==> config.mk <==
export PLATFORM = sky130hd
export DESIGN_NAME = clock_switch_failsafe_monitor
export DESIGN_NICKNAME = d
export VERILOG_FILES = /design/src/common/clksw_pkg.sv /design/src/logic/clock_switch_failsafe_monitor.sv
export VERILOG_INCLUDE_DIRS = /design/src /design/src/common
export SDC_FILE = /design/constraint.sdc
export NUM_CORES = 1
export LEC_CHECK = 0
export BUFFER_PORTS_ARGS = -buffer_cell sky130_fd_sc_hd__buf_2
export CAP_MARGIN = 20
export CELL_PAD_IN_SITES_DETAIL_PLACEMENT = 0
export CELL_PAD_IN_SITES_GLOBAL_PLACEMENT = 1
export CORE_UTILIZATION = 30
export CTS_CLUSTER_DIAMETER = 50
export DETAILED_ROUTE_END_ITERATION = 7
export PLACE_DENSITY = 0.64
export SYNTH_ARGS = -nofsm -noshare
export SYNTH_HDL_FRONTEND = slang
export SYNTH_SLANG_ARGS = --single-unit
==> constraint.sdc <==
create_clock -name pclk -period 2.4 [get_ports pclk]
set_input_delay 0.24 -clock pclk [delete_from_list [all_inputs] [get_ports pclk]]
set_output_delay 0.24 -clock pclk [all_outputs]
set_load 0.02 [all_outputs]
==> src/common/clksw_cfg.svh <==
// Constants of the clock switch and fail-safe monitor: offsets, fields, resets, counts.
// Assumes one clock domain (pclk at 100 MHz) and a 32-bit APB register port.
// Function
// - Per-oscillator ready status and manual enables.
// - Frequency select write clears high/mid ready.
// - Mid clock freezes while frequency change pends.
// - Three-bit source codes, reserved writes ignored.
// - Four-bit divider, power of two up to 512.
// - Keep old clock until requested source ready.
// - Same source or divider-only: ready at once.
// - Ready sets new-ready and switch flag together.
// - Hold clear: switch as soon as ready.
// - Hold set: wait; software releases or abandons.
// - Reduced-rate CPU: switch on next cycle.
// - Current fields update at switch; done set.
// - PLL input change halts clock until lock.
// - PLL lock failure triggers fail-safe.
// - Sleep drops switch; wake completes or re-requests.
// - Switch flag never cleared by hardware.
// - Monitor only when enabled, all external modes.
// - Sample clock is low clock over 64.
// - Failure: internal 1 MHz, set fail flag.
// - Stay internal until software requests return.
// - Fail condition clears on reset, sleep, request.
// - Fail flag set again if failure persists.
// - Detection only after start-up timer expires, or at once in external clock input mode.
// - Start-up timer counts 1024 oscillator cycles.
`ifndef CLKSW_CFG_SVH
`define CLKSW_CFG_SVH
// Register indices; byte address is four times the index
`define IDX_REQUEST   12'h88D
`define IDX_CURRENT   12'h88E
`define IDX_SW_CTRL   12'h88F
`define IDX_STATUS    12'h890
`define IDX_ENABLE    12'h891
`define IDX_FRQ_SEL   12'h893
`define IDX_IRQ_FLAG  12'h8A0
`define IDX_IRQ_EN    12'h8A1
// Field positions and the divider limit
`define REQ_SRC_LSB   4
`define REQ_DIV_MAX   4'h9
`define CTL_HOLD      7
`define CTL_DONE      4
`define CTL_NEWRDY    3
`define IRQ_SWITCH    0
`define IRQ_OSCFAIL   1
// Source codes
`define SRC_EXT       3'h7
`define SRC_HF        3'h6
`define SRC_LF        3'h5
`define SRC_SEC       3'h4
`define SRC_EXT_PLL   3'h2
`define SRC_HF_PLL    3'h1
// Reset values and the fail-safe divider
`define RST_SRC       3'h6
`define RST_DIV       4'h2
`define RST_FRQ       3'h0
`define FS_DIV        4'h0
// Timing counts
`define OST_CYCLES    1024
`define SAMPLE_DIV    64
`endif

==> src/common/clksw_pkg.sv <==
// Types shared by the clock switch logic.
// Assumes clksw_cfg.svh for the numeric constants.
package clksw_pkg;
  // Oscillator ready inputs / enable outputs, bit order as in the status register
  typedef struct packed {
    logic ext;
    logic hf;
    logic mf;
    logic lf;
    logic sec;
    logic pll;
  } osc_vec_t;

  typedef struct packed {
    logic [2:0] src;
    logic [3:0] div;
  } clk_sel_t;

  typedef enum logic [3:0] {
    SW_IDLE = 4'h1,
    SW_WAIT = 4'h2,
    SW_HOLD = 4'h4,
    SW_LOCK = 4'h8
  } sw_state_t;
endpackage : clksw_pkg

==> src/logic/clock_switch_failsafe_monitor.sv <==
// Clock source request, glitch-free switch sequencing and fail-safe clock monitor.
// Assumes all inputs synchronous to pclk; oscillators report ready levels; registers on APB.
`timescale 1ns/10ps
`include "clksw_cfg.svh"
module clock_switch_failsafe_monitor (
  input  wire logic              pclk,              // Bus and logic clock
  input  wire logic              presetn,           // Asynchronous reset, active low
  input  wire logic              psel,              // APB select
  input  wire logic              penable,           // APB access phase
  input  wire logic              pwrite,            // APB direction
  input  wire logic [13:0]       paddr,             // APB byte address
  input  wire logic [31:0]       pwdata,            // APB write data
  output logic      [31:0]       prdata,            // APB read data
  output logic                   pready,            // APB ready
  output logic                   pslverr,           // APB error on unmapped address
  input  wire clksw_pkg::osc_vec_t osc_ready_in,    // Ready levels from oscillators
  input  wire logic              ext_clk_in,        // External clock level, sampled
  input  wire logic              lf_clk_in,         // Low-frequency internal clock level
  input  wire logic              mf_clk_in,         // Raw mid-frequency clock
  input  wire logic              failsafe_enable_cfg, // Monitor enable strap
  input  wire logic              external_clock_input_mode, // Monitor runs without waiting for the start-up timer
  input  wire logic              doze_active,       // Reduced-rate CPU mode
  input  wire logic              sleep_enter,       // Sleep instruction pulse
  input  wire logic              wake,              // Wake from sleep pulse
  output clksw_pkg::osc_vec_t    osc_enable,        // Oscillator run requests
  output clksw_pkg::clk_sel_t    sys_clk_sel,       // Source and divider in use
  output logic                   sys_clk_halt,      // Clock stopped for PLL relock
  output logic                   hf_force_1mhz,     // Internal oscillator forced to 1 MHz
  output logic      [2:0]        hf_frequency_select, // Frequency select to oscillator
  output logic                   mf_derived_clock,  // Frozen-capable mid clock
  output logic                   switch_irq,        // Switch interrupt request
  output logic                   osc_fail_irq       // Oscillator fail interrupt request
);
  import clksw_pkg::*;

  // Register state
  clk_sel_t   req_q, cur_q;
  logic       hold_q, newrdy_q, swflag_q, failflag_q, swie_q, failie_q;
  osc_vec_t   men_q;
  logic [2:0] frq_q;
  logic       frq_pend_q, frq_low_q, hfrdy_q, mfrdy_q, mfclk_q;
  logic       sleep_q, fs_q;
  logic [10:0] ost_q;
  logic       ost_done_q, ext_d1_q, lf_d1_q, samp_q, latch_q;
  logic [4:0] lfcnt_q;
  sw_state_t  st_q;
  logic [31:0] rdata_q;

  // Bus decode
  wire [11:0] idx     = paddr[13:2];
  wire        setup   = psel && !penable;
  wire        wr      = psel && penable && pwrite;
  wire        hit_req = idx == `IDX_REQUEST;
  wire        hit_cur = idx == `IDX_CURRENT;
  wire        hit_ctl = idx == `IDX_SW_CTRL;
  wire        hit_sta = idx == `IDX_STATUS;
  wire        hit_en  = idx == `IDX_ENABLE;
  wire        hit_frq = idx == `IDX_FRQ_SEL;
  wire        hit_if  = idx == `IDX_IRQ_FLAG;
  wire        hit_ie  = idx == `IDX_IRQ_EN;
  wire        mapped  = hit_req || hit_cur || hit_ctl || hit_sta || hit_en || hit_frq || hit_if || hit_ie;
  wire [2:0]  wsrc    = pwdata[6:4];
  wire        src_ok  = wsrc != 3'h0 && wsrc != 3'h3;
  wire        req_wr  = wr && hit_req && src_ok && pwdata[3:0] <= `REQ_DIV_MAX;
  wire        frq_wr  = wr && hit_frq;

  // Status view: high/mid flags follow the frequency-change handshake
  osc_vec_t sta;
  assign sta = '{ext: osc_ready_in.ext && ost_done_q, hf: hfrdy_q, mf: mfrdy_q,
                 lf: osc_ready_in.lf, sec: osc_ready_in.sec, pll: osc_ready_in.pll};

  // Requested-source readiness; an already running source is ready at once
  wire is_ext_req = req_q.src == `SRC_EXT || req_q.src == `SRC_EXT_PLL || req_q.src == `SRC_SEC;
  wire is_ext_cur = cur_q.src == `SRC_EXT || cur_q.src == `SRC_EXT_PLL || cur_q.src == `SRC_SEC;
  wire cur_pll    = cur_q.src == `SRC_EXT_PLL || cur_q.src == `SRC_HF_PLL;
  wire req_pll    = req_q.src == `SRC_EXT_PLL || req_q.src == `SRC_HF_PLL;
  wire same_src   = req_q.src == cur_q.src && !fs_q;
  wire src_rdy    = (req_q.src == `SRC_EXT || req_q.src == `SRC_EXT_PLL) ? sta.ext :
                    (req_q.src == `SRC_SEC) ? osc_ready_in.sec && ost_done_q :
                    (req_q.src == `SRC_LF)  ? osc_ready_in.lf : osc_ready_in.hf;
  wire req_rdy    = same_src || src_rdy;
  wire pending    = req_q != cur_q || fs_q;
  wire pll_swap   = req_pll && cur_pll && req_q.src != cur_q.src;
  // Switch takes effect on the next pclk edge in run and doze alike, but not while asleep
  wire do_switch  = !sleep_q && ((st_q == SW_WAIT && req_rdy && !hold_q && !pll_swap) ||
                    (st_q == SW_HOLD && !hold_q && !pll_swap) ||
                    (st_q == SW_LOCK && osc_ready_in.pll));
  wire becomes_rdy = st_q == SW_WAIT && req_rdy && !sleep_q && pending;

  // Fail-safe sampling: edges of the external and low clocks
  wire ext_fall  = ext_d1_q && !ext_clk_in;
  wire lf_rise   = !lf_d1_q && lf_clk_in;
  wire samp_tick = lf_rise && lfcnt_q == 5'(`SAMPLE_DIV / 2 - 1);
  wire mon_on    = failsafe_enable_cfg && is_ext_cur && !fs_q && !sleep_q &&
                   (ost_done_q || external_clock_input_mode);
  wire fail_det  = mon_on && samp_tick && samp_q && (!latch_q || (cur_pll && !osc_ready_in.pll));
  wire ost_start = sleep_enter || (req_wr && wsrc != cur_q.src);

  // Request register: reserved writes leave it untouched
  always_ff @(posedge pclk or negedge presetn) begin
    if (!presetn) begin
      req_q <= '{src: `RST_SRC, div: `RST_DIV};
    end else if (req_wr) begin
      req_q <= '{src: wsrc, div: pwdata[3:0]};
    end
  end

  // Current selection changes only at the switch or on a failure
  always_ff @(posedge pclk or negedge presetn) begin
    if (!presetn) begin
      cur_q <= '{src: `RST_SRC, div: `RST_DIV};
    end else if (fail_det) begin
      cur_q <= '{src: `SRC_HF, div: `FS_DIV};
    end else if (do_switch || (wake && !hold_q && pending)) begin
      cur_q <= req_q;
    end
  end

  // Switch sequencer; a stale pending switch is dropped by sleep
  always_ff @(posedge pclk or negedge presetn) begin
    if (!presetn) begin
      st_q <= SW_IDLE;
    end else if (sleep_enter) begin
      st_q <= SW_IDLE;
    end else begin
      case (st_q)
        SW_IDLE: if (pending && !sleep_q && !fail_det && !(fs_q && !req_wr)) begin
          st_q <= SW_WAIT;
        end
        SW_WAIT: if (do_switch || !pending) begin
          st_q <= SW_IDLE;
        end else if (req_rdy && !sleep_q) begin
          st_q <= hold_q ? SW_HOLD : SW_LOCK;
        end
        SW_HOLD: if (!pending) begin
          st_q <= SW_IDLE;
        end else if (do_switch) begin
          st_q <= SW_IDLE;
        end else if (!hold_q) begin
          st_q <= SW_LOCK;
        end
        SW_LOCK: if (do_switch || !pending) begin
          st_q <= SW_IDLE;
        end
        default: st_q <= SW_IDLE;
      endcase
    end
  end

  // New-ready bit, switch flag and hold bit
  always_ff @(posedge pclk or negedge presetn) begin
    if (!presetn) begin
      newrdy_q <= 1'b0;
      swflag_q <= 1'b0;
      hold_q   <= 1'b0;
    end else begin
      if (becomes_rdy) begin
        newrdy_q <= 1'b1;
      end else if (do_switch || !pending || sleep_enter) begin
        newrdy_q <= 1'b0;
      end
      // Set wins over a software clear in the same cycle; no hardware clear
      if (becomes_rdy || (wake && !hold_q && pending)) begin
        swflag_q <= 1'b1;
      end else if (wr && hit_if && pwdata[`IRQ_SWITCH]) begin
        swflag_q <= 1'b0;
      end
      if (wr && hit_ctl) begin
        hold_q <= pwdata[`CTL_HOLD];
      end else if (do_switch) begin
        hold_q <= 1'b0;
      end
    end
  end

  // Fail-safe condition and fail flag
  always_ff @(posedge pclk or negedge presetn) begin
    if (!presetn) begin
      fs_q       <= 1'b0;
      failflag_q <= 1'b0;
    end else begin
      if (fail_det) begin
        fs_q <= 1'b1;
      end else if (sleep_enter || (fs_q && do_switch)) begin
        fs_q <= 1'b0;
      end
      if (fail_det) begin
        failflag_q <= 1'b1;
      end else if (wr && hit_if && pwdata[`IRQ_OSCFAIL]) begin
        failflag_q <= 1'b0;
      end
    end
  end

  // Software registers: enables, interrupt enables, frequency select
  always_ff @(posedge pclk or negedge presetn) begin
    if (!presetn) begin
      men_q    <= '0;
      swie_q   <= 1'b0;
      failie_q <= 1'b0;
      frq_q    <= `RST_FRQ;
    end else if (wr) begin
      if (hit_en) begin
        men_q <= '{ext: pwdata[7], hf: pwdata[6], mf: pwdata[5], lf: pwdata[4],
                   sec: pwdata[3], pll: 1'b0};
      end
      if (hit_ie) begin
        swie_q   <= pwdata[`IRQ_SWITCH];
        failie_q <= pwdata[`IRQ_OSCFAIL];
      end
      if (hit_frq) begin
        frq_q <= pwdata[2:0];
      end
    end
  end

  // Frequency change: flags drop, come back after the oscillator drops and returns
  always_ff @(posedge pclk or negedge presetn) begin
    if (!presetn) begin
      frq_pend_q <= 1'b0;
      frq_low_q  <= 1'b0;
      hfrdy_q    <= 1'b0;
      mfrdy_q    <= 1'b0;
      mfclk_q    <= 1'b0;
    end else begin
      if (frq_wr) begin
        frq_pend_q <= 1'b1;
        frq_low_q  <= 1'b0;
      end else if (frq_pend_q && !osc_ready_in.hf) begin
        frq_low_q  <= 1'b1;
      end else if (frq_pend_q && frq_low_q && osc_ready_in.hf) begin
        frq_pend_q <= 1'b0;
      end
      hfrdy_q <= !frq_wr && !frq_pend_q && osc_ready_in.hf;
      mfrdy_q <= !frq_wr && !frq_pend_q && osc_ready_in.mf;
      // Holding the last level keeps the mid clock free of runt pulses
      mfclk_q <= (frq_pend_q || frq_wr) ? mfclk_q : mf_clk_in;
    end
  end

  // Start-up timer counts external falling edges after reset, wake or a new request
  always_ff @(posedge pclk or negedge presetn) begin
    if (!presetn) begin
      ost_q      <= '0;
      ost_done_q <= 1'b0;
    end else if (ost_start || wake) begin
      ost_q      <= '0;
      ost_done_q <= 1'b0;
    end else if (ext_fall && !ost_done_q) begin
      ost_q      <= ost_q + 11'h001;
      ost_done_q <= ost_q == 11'(`OST_CYCLES - 1);
    end
  end

  // Sample clock from the low clock and the fail latch
  always_ff @(posedge pclk or negedge presetn) begin
    if (!presetn) begin
      ext_d1_q <= 1'b0;
      lf_d1_q  <= 1'b0;
      lfcnt_q  <= '0;
      samp_q   <= 1'b0;
      latch_q  <= 1'b0;
    end else begin
      ext_d1_q <= ext_clk_in;
      lf_d1_q  <= lf_clk_in;
      if (lf_rise) begin
        lfcnt_q <= samp_tick ? 5'h00 : lfcnt_q + 5'h01;
      end
      if (samp_tick) begin
        samp_q <= !samp_q;
      end
      // Sample rising edge clears, external falling edge sets
      if (samp_tick && !samp_q) begin
        latch_q <= 1'b0;
      end else if (ext_fall) begin
        latch_q <= 1'b1;
      end
    end
  end

  // Sleep tracking
  always_ff @(posedge pclk or negedge presetn) begin
    if (!presetn) begin
      sleep_q <= 1'b0;
    end else if (sleep_enter) begin
      sleep_q <= 1'b1;
    end else if (wake) begin
      sleep_q <= 1'b0;
    end
  end

  // Read data captured in the setup phase, presented in the access phase
  logic [31:0] rmux;
  assign rmux = hit_req ? {25'h0, req_q} :
                hit_cur ? {25'h0, cur_q} :
                hit_ctl ? {24'h0, hold_q, 2'b00, st_q == SW_IDLE && !pending, newrdy_q, 3'b000} :
                hit_sta ? {24'h0, sta.ext, sta.hf, sta.mf, sta.lf, sta.sec, 2'b00, sta.pll} :
                hit_en  ? {24'h0, men_q.ext, men_q.hf, men_q.mf, men_q.lf, men_q.sec, 3'b000} :
                hit_frq ? {29'h0, frq_q} :
                hit_if  ? {30'h0, failflag_q, swflag_q} :
                hit_ie  ? {30'h0, failie_q, swie_q} : 32'h0000_0000;

  always_ff @(posedge pclk or negedge presetn) begin
    if (!presetn) begin
      rdata_q <= 32'h0000_0000;
    end else if (setup && !pwrite) begin
      rdata_q <= rmux;
    end
  end

  // Outputs
  assign prdata              = rdata_q;
  assign pready              = 1'b1;
  assign pslverr             = psel && penable && !mapped;
  assign sys_clk_sel         = cur_q;
  assign sys_clk_halt        = st_q == SW_LOCK;
  assign hf_force_1mhz       = fs_q;
  assign hf_frequency_select = frq_q;
  assign mf_derived_clock    = mfclk_q;
  assign switch_irq          = swflag_q && swie_q;
  assign osc_fail_irq        = failflag_q && failie_q;
  assign osc_enable          = men_q | osc_vec_t'{ext: is_ext_cur || is_ext_req, hf: 1'b1, mf: 1'b1,
                                         lf: failsafe_enable_cfg || cur_q.src == `SRC_LF ||
                                         req_q.src == `SRC_LF, sec: cur_q.src == `SRC_SEC ||
                                         req_q.src == `SRC_SEC, pll: cur_pll || req_pll};
endmodule : clock_switch_failsafe_monitor
; After elaboration in Yosys (flattened, before gate mapping)
; Cells that the tools add are included.
[totals]
regBits = 92
latch_bits = 0
ram_bits = 0
rom_bits = 0
in_bits = 65
output_inout_bits = 55
wordCells = 245
memories = 0
[op_classes]
addsub = 2
mul = 0
div = 0
order_cmp = 1
eq_ne = 34
shifts = 0
muxes = 47
bitwise = 1
reduce_logical = 128
[op_table]
columns = cell, n
row1 = 12-bit == test (second input constant), 8
row2 = 1-bit logical AND, 59
row3 = 8-bit 2-to-1 mux, 5
row4 = 4-bit 2-to-1 mux, 9
row5 = 1-bit logical OR, 32
row6 = 1-bit 2-to-1 mux, 24
row7 = 11-bit 2-to-1 mux, 2
row8 = 2-bit nonzero test, 11
row9 = 1-bit logical NOT, 20
row10 = 3-bit == test (second input constant), 6
row11 = 4-bit case mux with 4 select lines, 1
row12 = 7-bit 2-to-1 mux, 2
row13 = 11-bit by 1-bit adder with 11-bit output (second input constant), 1
row14 = 11-bit by 10-bit == test with 1-bit output (second input constant), 1
row15 = 2-bit AND reduction, 4
row16 = 7-bit != test, 1
row17 = 3-bit by 1-bit == test with 1-bit output (second input constant), 2
row18 = 3-bit by 2-bit == test with 1-bit output (second input constant), 2
row19 = 3-bit by 2-bit != test with 1-bit output (second input constant), 2
row20 = 3-bit != test, 2
row21 = 6-bit bitwise OR, 1
row22 = 5-bit by 1-bit adder with 5-bit output (second input constant), 1
row23 = 5-bit == test (second input constant), 1
row24 = 5-bit 2-to-1 mux, 1
row25 = 14 further kinds, 15

; Depth between registers and ports, before layout
; Gate-level depths: netlist (run 1).
[depth]
depth_word = 16
depth_mapped = 9
mapped_depth_nobuf = 8

; Least setup slack after synthesis (run 1)
; OpenSTA, ideal clock, no wires.
[synth_timing]
path_kind = register to register
start = reg st_q[1]
end = reg st_q[3]
setup_time_ps = 119
arrival_ps = 2121
t_required_ps = 2281
setup_slack_ps = 160
stages_incl_launch_ff = 6
path_buffers = 0
cell_sequence = dfrtp_1 nor4b_1 a32oi_1 o21ai_1 nand2b_1 o21ba_2
[synth_between]
elab_cells_between_ends = 24
classes_between = eq/ne: 8 / mux: 5 / reduce/logical: 11
[synth_lines]
columns = element, line
row1 = from (decl), clock_switch_failsafe_monitor.sv:46  ; sw_state_t st_q;
row2 = from (signal assigned), clock_switch_failsafe_monitor.sv:133  ; st_q <= hold_q ? SW_HOLD : SW_LOCK;
row3 = 4-bit == test *, -
row4 = named net sys_clk_halt, clock_switch_failsafe_monitor.sv:27  ; output logic sys_clk_halt,
row5 = 1-bit logical AND, clock_switch_failsafe_monitor.sv:87  ; (st_q == SW_LOCK && osc_ready_in.pll));
row6 = 1-bit logical OR, clock_switch_failsafe_monitor.sv:86  ; (st_q == SW_HOLD && !hold_q && !pll_swap) ||
row7 = 1-bit logical AND, clock_switch_failsafe_monitor.sv:85  ; wire do_switch = !sleep_q && ((st_q == SW_WAIT && req_rdy && !hold_q && !pll_swap) ||
row8 = 4-bit 2-to-1 mux or 1-bit logical OR (tied branches), "clock_switch_failsafe_monitor.sv:137, clock_switch_failsafe_monitor.sv:130, clock_switch_failsafe_monitor.sv:142"
row9 = 4-bit 2-to-1 mux (on tied branches), "clock_switch_failsafe_monitor.sv:135, clock_switch_failsafe_monitor.sv:130"
row10 = 4-bit case mux with 4 select lines, clock_switch_failsafe_monitor.sv:126  ; case (st_q)
row11 = 4-bit 2-to-1 mux, clock_switch_failsafe_monitor.sv:123  ; end else if (sleep_enter) begin
; Mark *: on every way through the listed nets, which the timed path passes. The rest lies on a longest branch.
; A chain may end at the register's enable or synchronous reset.

==> results of run 1 <==
[area by class of cell]
type                            count  area, um^2
Fill cell                        1319        7880
Multi-Input combinational cell    307        2010
Sequential cell                    68        1710
Timing Repair Buffer               87         543
Clock buffer                       12         267
Tap cell                          172         215
Clock inverter                      4        70.1
Inverter                            8        30.0
[critical path, stage by stage, from the launching register on]
cell and delay [ps]:
dfstp_2 620, buf_4 170, xnor2_1 110, nand2_1 70, o21ai_0 130, a2111o_1 440
buf_2 170
[layout by cell type, fill, tap and decap left out, types with 5 or more instances in the layout]
cell type,instances
dfrtp_1,61
a32oi_1,6
nand3_1,15
a21oi_1,12
buf_4,17
nor2b_1,9
nor2_1,31
conb_1,27
nor3_1,5
nand2_1,36
o21ai_0,19
buf_2,65
mux2_2,16
nand2b_1,11
xor2_1,14
dfstp_2,7
nand3b_1,5
and3_1,6
mux2i_1,9
nand4_1,5
clkbuf_16,9
and2_1,9
xnor2_1,11
inv_1,8
[logic make-up after synthesis]
family,share of synthesized area [%]
adders and majority gates,0.952
and+or+nand+nor,22.6
muxes,7.24
buffers and inverters,8.29
other,0.191
xor gates and xnor gates,5.56
AOI/OAI and AO/OA,11.8
DFF,43.4
[timing repair]
action,in CTS,in global routing
resized for setup,0,2
endpoints found under the setup margin,0,2
hold buffers,1,0
hold endpoints to repair,21,0
[worst paths after layout]
check	startpoint	endpoint	slack (ps)	cells after the start
max	sys_clk_sel[5]$_DFFE_PN1P_	osc_enable[5]	120	6
min	lf_clk_in	lf_d1_q$_DFF_PN0_	40	1
max in group asynchronous	presetn	st_q[0]$_DFFE_PN1P_	1220	3
max reg2reg	req_q[5]$_DFFE_PN1P_	st_q[0]$_DFFE_PN1P_	170	6
min reg2reg	prdata[1]$_DFFE_PN0P_	prdata[1]$_DFFE_PN0P_	470	2
min in group asynchronous	presetn	hf_frequency_select[2]$_DFFE_PN0P_	450	2
[registers in the layout, indices dropped and copies added, names as in the netlist, 3 cells and up]
| name | count |
|---|---|
| hf_frequency_select | 3 |
| lfcnt_q | 5 |
| men_q | 5 |
| ost_q | 11 |
| prdata | 8 |
| req_q | 7 |
| st_q | 4 |
| sys_clk_sel | 7 |
[power by group through the flow]
stage	Clock [mW]	Combinational [mW]	Sequential (mW)
5_1_grt	1.57	0.406	1.27
2_1_floorplan	0	0.241	1.29
3_5_place_dp	0	0.360	1.28
4_1_cts	1.51	0.363	1.26
6_report	1.49	0.361	1.26
3_3_place_gp	0	0.356	1.28
[routing by layer]
layer,GRT usage (%),up-vias
met5,0,-
li1,-,1523
met4,7.43,0
met1,20.6,1507
met2,26.2,86
met3,3.06,14
==> impl_results.md, run 1 <==
* Status: finished clean
* Actual slew at the worst max-slew pin at 653 ps
* Total global routing track utilization at 16.0%
* # IOs at 120
* Die Y at 117 um
* Post-synth EDFFs at 0
* WL final at 10.1 mm
* Area post-placement at 4490 um^2
* Clk buf depth at 2
* Synth cell types at 59
* Peak supply drop at 0.259 mV
* Sequential power share at 40.6%
* RSZ-0062 raised after global routing: false
* Post-CTS Setup Inserts at 0
* Final nets at 549
* Global-route wire length before repair at 16.2 mm
* Pre-antenna DRT Iters at 7
* Via/cell ratio at 4.76
* Power share of the combinational group at 11.6%
* Yosys top cell by area: dfrtp_1
* Final Slew Violations at 0
* Largest net degree at the start of global routing at 30
* Hold Vio Cnt, Final at 0
* Top cell type's share of synthesized area at 38.7%
* Max Used Layer: met4
* Total power at 3.11 mW
* Metal2 WL at 4.80 mm
* YS warnings at 0
* Pwr Density at 642 nW/um^2
* Fin area at 4850 um^2
* Top cells by area, synth: dfrtp_1 39%, buf_4 5.3%, dfstp_2 4.7%, mux2_2 4.6%, nand2_1 3.4%
* CP Data Arrival Time at 2040 ps
* Tmin final at 2280 ps
* Synth Instances at 401
* TritonCTS Buffers at 9
* Wire per inst at 15.3 um
* Slew HR at 55.8%
* FP Rows at 41
* Syn-to-layout area delta at 23.0%
* CTS clk-pin slew, worst paths at 60 ps
* Max Freq at 438 MHz
* Asr flop ratio synth at 100%
* TritonCTS clock tree: done
* Placed cells at 641
* Synthesized area at 3940 um^2
* Clk pwr share at 47.8%
* Initial Util at 31.0%
* Congestion Overflow GR at 0
* Remaining DRCs at 0
* Max_cap viols at 0
* WS Path Type: flip-flop to primary output
* Met3 routed WL at 526 um
* CP Launch Type: flip-flop
* Worst Path Max Fanout at 7
* Setup violators final at 0
* Initial antenna violation count at 0
* Die X at 117 um
* Commonest cells in the netlist: 61 x dfrtp_1, 36 x nand2_1, 31 x nor2_1
* CP Capture Type: primary output
* Vias at 3130
* N_diodes at 0
* Final Wtd Congestion at 0.839
* Top FF cell, synth: dfrtp_1
* Worst-skew pair later-pin latency at 330 ps
* Max H-tree Level at 3
* Register area share after synthesis at 43.4%
* P_leak at 2.28 nW
* Final period util at 95.2%
* Initial DRC count at 171
* Layout cells sized above 1 at 28.8%
* Area of the core at 12700 um^2
* Met1 wire length at 4.59 mm
* Mapped Avg Cell Area at 9.83 um^2
* Port bufs at 65
* Utilization after layout at 38.1%
* Dpl ws at 83.8 ps
* Worst hold path class: input port to flip-flop
* WP data required at 2160 ps
* Sum Neg Setup Slack at 0 ps
* Psw at 0.773 mW
* Routed Antenna Nets at 0
* Clock root buffer: clkbuf_16
* Worst Skew at 5.02 ps
* Count leader, synth: dfrtp_1
* Die Area at 13600 um^2
* Switching Share at 24.9%
* Post-DP HPWL at 7.69 mm
* Vias in the first global route at 3066
* Cell internal pwr at 2.34 mW
* Non-Filler Instances at 658
* Sink Count at 68
* Hold Slack at 42.0 ps
* #FFs+latches synth at 68
* Final setup margin at 116 ps
Power figures use the tool's default switching activity.
==> inputs of run 2 (changes only) <==
--- a/config.mk
+++ b/config.mk
@@ -14,6 +14,7 @@
 export CTS_CLUSTER_DIAMETER = 50
 export DETAILED_ROUTE_END_ITERATION = 7
 export PLACE_DENSITY = 0.64
+export SETUP_SLACK_MARGIN = 0.3
 export SYNTH_ARGS = -nofsm -noshare
 export SYNTH_HDL_FRONTEND = slang
 export SYNTH_SLANG_ARGS = --single-unit
==> run 2 against run 1 <==
Net effect:
- total power increased by 1.0%
- first-iteration DRC count increased by 5.3%
- sequential power about the same
- fmax increased by 11%
- final area increased by 5.3%
- clock power about the same
- worst hold slack got worse by 6.7 ps
- critical path depth unchanged
- die area unchanged
- clock skew about the same
- global-route usage increased by 0.54 points
- non-clock buffer count increased by 16
- critical endpoint unchanged
- largest power group unchanged
==> impl_results.md, run 2 (synthesis results as in run 1) <==
* Crit Reg-Reg Endpoint: st_q[0]$_DFFE_PN1P_
* Worst Path Max Fanout at 4 (-3)
* Vias in the first global route at 3153 (+2.8%)
* R2R Setup Slk at 400 ps (+230 ps)
* Max H-tree Level at 3 (unchanged)
* Total power at 3.14 mW (+1.0%)
* Max_cap viols at 0 (unchanged)
* P_leak at 2.38 nW (+4.6%)
* Fillers at 1304 (-1.1%)
* Area of the core at 12700 um^2 (unchanged)
* Worst Hold Endpoint: lf_d1_q$_DFF_PN0_
* Total global routing track utilization at 16.6% (+0.54 points)
* Final period util at 86.1% (-9.1 points)
* Initial antenna violation count at 0 (unchanged)
* Reg2reg start: sys_clk_sel[5]$_DFFE_PN1P_
* Final nets at 565 (+2.9%)
* Setup violators final at 0 (unchanged)
* Peak supply drop at 0.337 mV (+30%)
* Area post-placement at 4490 um^2 (+0.14%)
* TritonCTS Buffers at 9 (unchanged)
* Pwr Density at 616 nW/um^2 (-4.0%)
* Max Freq at 484 MHz (+11%)
* Fin area at 5100 um^2 (+5.3%)
* Tmin final at 2070 ps (-218 ps)
* Hold path start: lf_clk_in
* Critical path origin: sys_clk_sel[5]$_DFFE_PN1P_
* Die Y at 117 um (unchanged)
* Vias at 3245 (+3.7%)
* Worst hold path class: input port to flip-flop
* RSZ-0062 raised after global routing: true
* Port bufs at 65 (unchanged)
* Most flops, register: ost_q
* Actual slew at the worst max-slew pin at 682 ps (+28.5 ps)
* Non-Filler Instances at 674 (+2.4%)
* Max FFs per register at 11 (unchanged)
* Placed cells at 641 (unchanged)
* N_diodes at 0 (unchanged)
* Worst-skew pair later-pin latency at 340 ps (about the same)
* Sum Neg Setup Slack at 0 ps (unchanged)
* Most frequent cells in the layout: 64 x buf_2, 59 x dfrtp_1, 36 x nand2_1, 31 x nor2_1, 30 x buf_4
* CP Launch Type: flip-flop
* CTS clk-pin slew, worst paths at 60 ps (about the same)
* Clock root buffer: clkbuf_16
* Initial DRC count at 180 (+5.3%)
* Die X at 117 um (unchanged)
* Most common cell after layout, fill and taps aside: buf_2
* Layout cells sized above 1 at 34.7% (+5.9 points)
* Syn-to-layout area delta at 29.4%
* Global-route wire length before repair at 16.9 mm (+4.0%)
* WL final at 10.5 mm (+4.2%)
* Clk buf depth at 2 (unchanged)
* # IOs at 120 (unchanged)
* CP Capture Type: primary output
* Status: finished clean
* Hold depth at 1 (unchanged)
* TritonCTS clock tree: done
* Wire per inst at 15.6 um (+1.7%)
* Final setup margin at 334 ps (+218 ps)
* WP data required at 2160 ps (about the same)
* Sink Count at 68 (unchanged)
* WS Path Type: flip-flop to primary output
* Hold Vio Cnt, Final at 0 (unchanged)
* Worst r2r path cells at 7 (+1)
* Post-DP HPWL at 7.88 mm (+2.4%)
* Largest net degree at the start of global routing at 32 (+6.7%)
* Pre-antenna DRT Iters at 4 (-3)
* FP Rows at 41 (unchanged)
* Routed Antenna Nets at 0 (unchanged)
* Worst Skew at 4.62 ps (-0.397 ps)
* Slew HR at 54.5% (-1.3 points)
* Remaining DRCs at 0 (unchanged)
* Via/cell ratio at 4.81 (+1.2%)
* Dpl ws at 98.8 ps (+15.0 ps)
* Initial Util at 31.0% (unchanged)
* Final Wtd Congestion at 0.765 (-8.7%)
* Congestion Overflow GR at 0 (unchanged)
* CP Data Arrival Time at 1830 ps (-210 ps)
* Die Area at 13600 um^2 (unchanged)
* Final Slew Violations at 0 (unchanged)
## run 2: final cells by class
| cell class | instances | area [um^2] | share of cell area, % |
|---|---|---|---|
| clock buffers | 12 | 267 | 5.22 |
| well taps | 172 | 215 | 4.22 |
| repair buffers | 103 | 689 | 13.5 |
| flip-flops and latches | 68 | 1710 | 33.6 |
| clock inverters | 4 | 70.1 | 1.37 |
| inverters | 8 | 30.0 | 0.589 |
| multi-input cells | 307 | 2120 | 41.5 |
## run 2: timing repair
item,in CTS,in global routing
setup buffers,4,12
pin swaps,5,6
resized for setup,6,25
hold endpoints to repair,21,0
setup endpoints to repair,12,15
hold buffers,1,0
## run 2: power by group
group	total, mW	switching [mW]	internal, mW
registers	1.26	0.0531	1.21
logic	0.396	0.236	0.161
clock network	1.48	0.491	0.990
## run 2: per-layer routing
layer	share of wire (%)	vias up	global-route usage [%]
met5	0	-	0
met4	2.3	0	7.68
met3	4.6	18	3.37
met2	47	81	25.7
met1	46	1588	22.2
li1	-	1558	-
## run 2: critical path, cell delays in order, from the launching register on
cell and delay, ps:
dfstp_2 550, buf_6 120, xnor2_2 90, nand2_1 90, o21ai_2 70, a2111o_1 430, buf_6 150
## run 2: how the worst max path moves through the flow
stage / endpoint / slack [ps] / depth (start not counted)
floorplan: sys_clk_sel[1]$_DFFE_PN1P_ / 350 / 7
finish: osc_enable[5] / 330 / 6
detailed placement: ost_q[4]$_DFFE_PN0P_ / 100 / 8
global route: st_q[1]$_DFFE_PN0P_ / 260 / 9
global placement: ost_q[4]$_DFFE_PN0P_ / 130 / 8
CTS: sys_clk_sel[3]$_DFFE_PN0P_ / 300 / 8
## run 2: through the flow
step / hold slack [ps] / util (%)
2_1_floorplan: -55.6 / -
3_3_place_gp: 327 / 35.3
3_5_place_dp: 326 / 35.3
4_1_cts: 30.8 / 38.4
5_1_grt: 35.7 / 40.1
6_report: 35.3 / 40.1
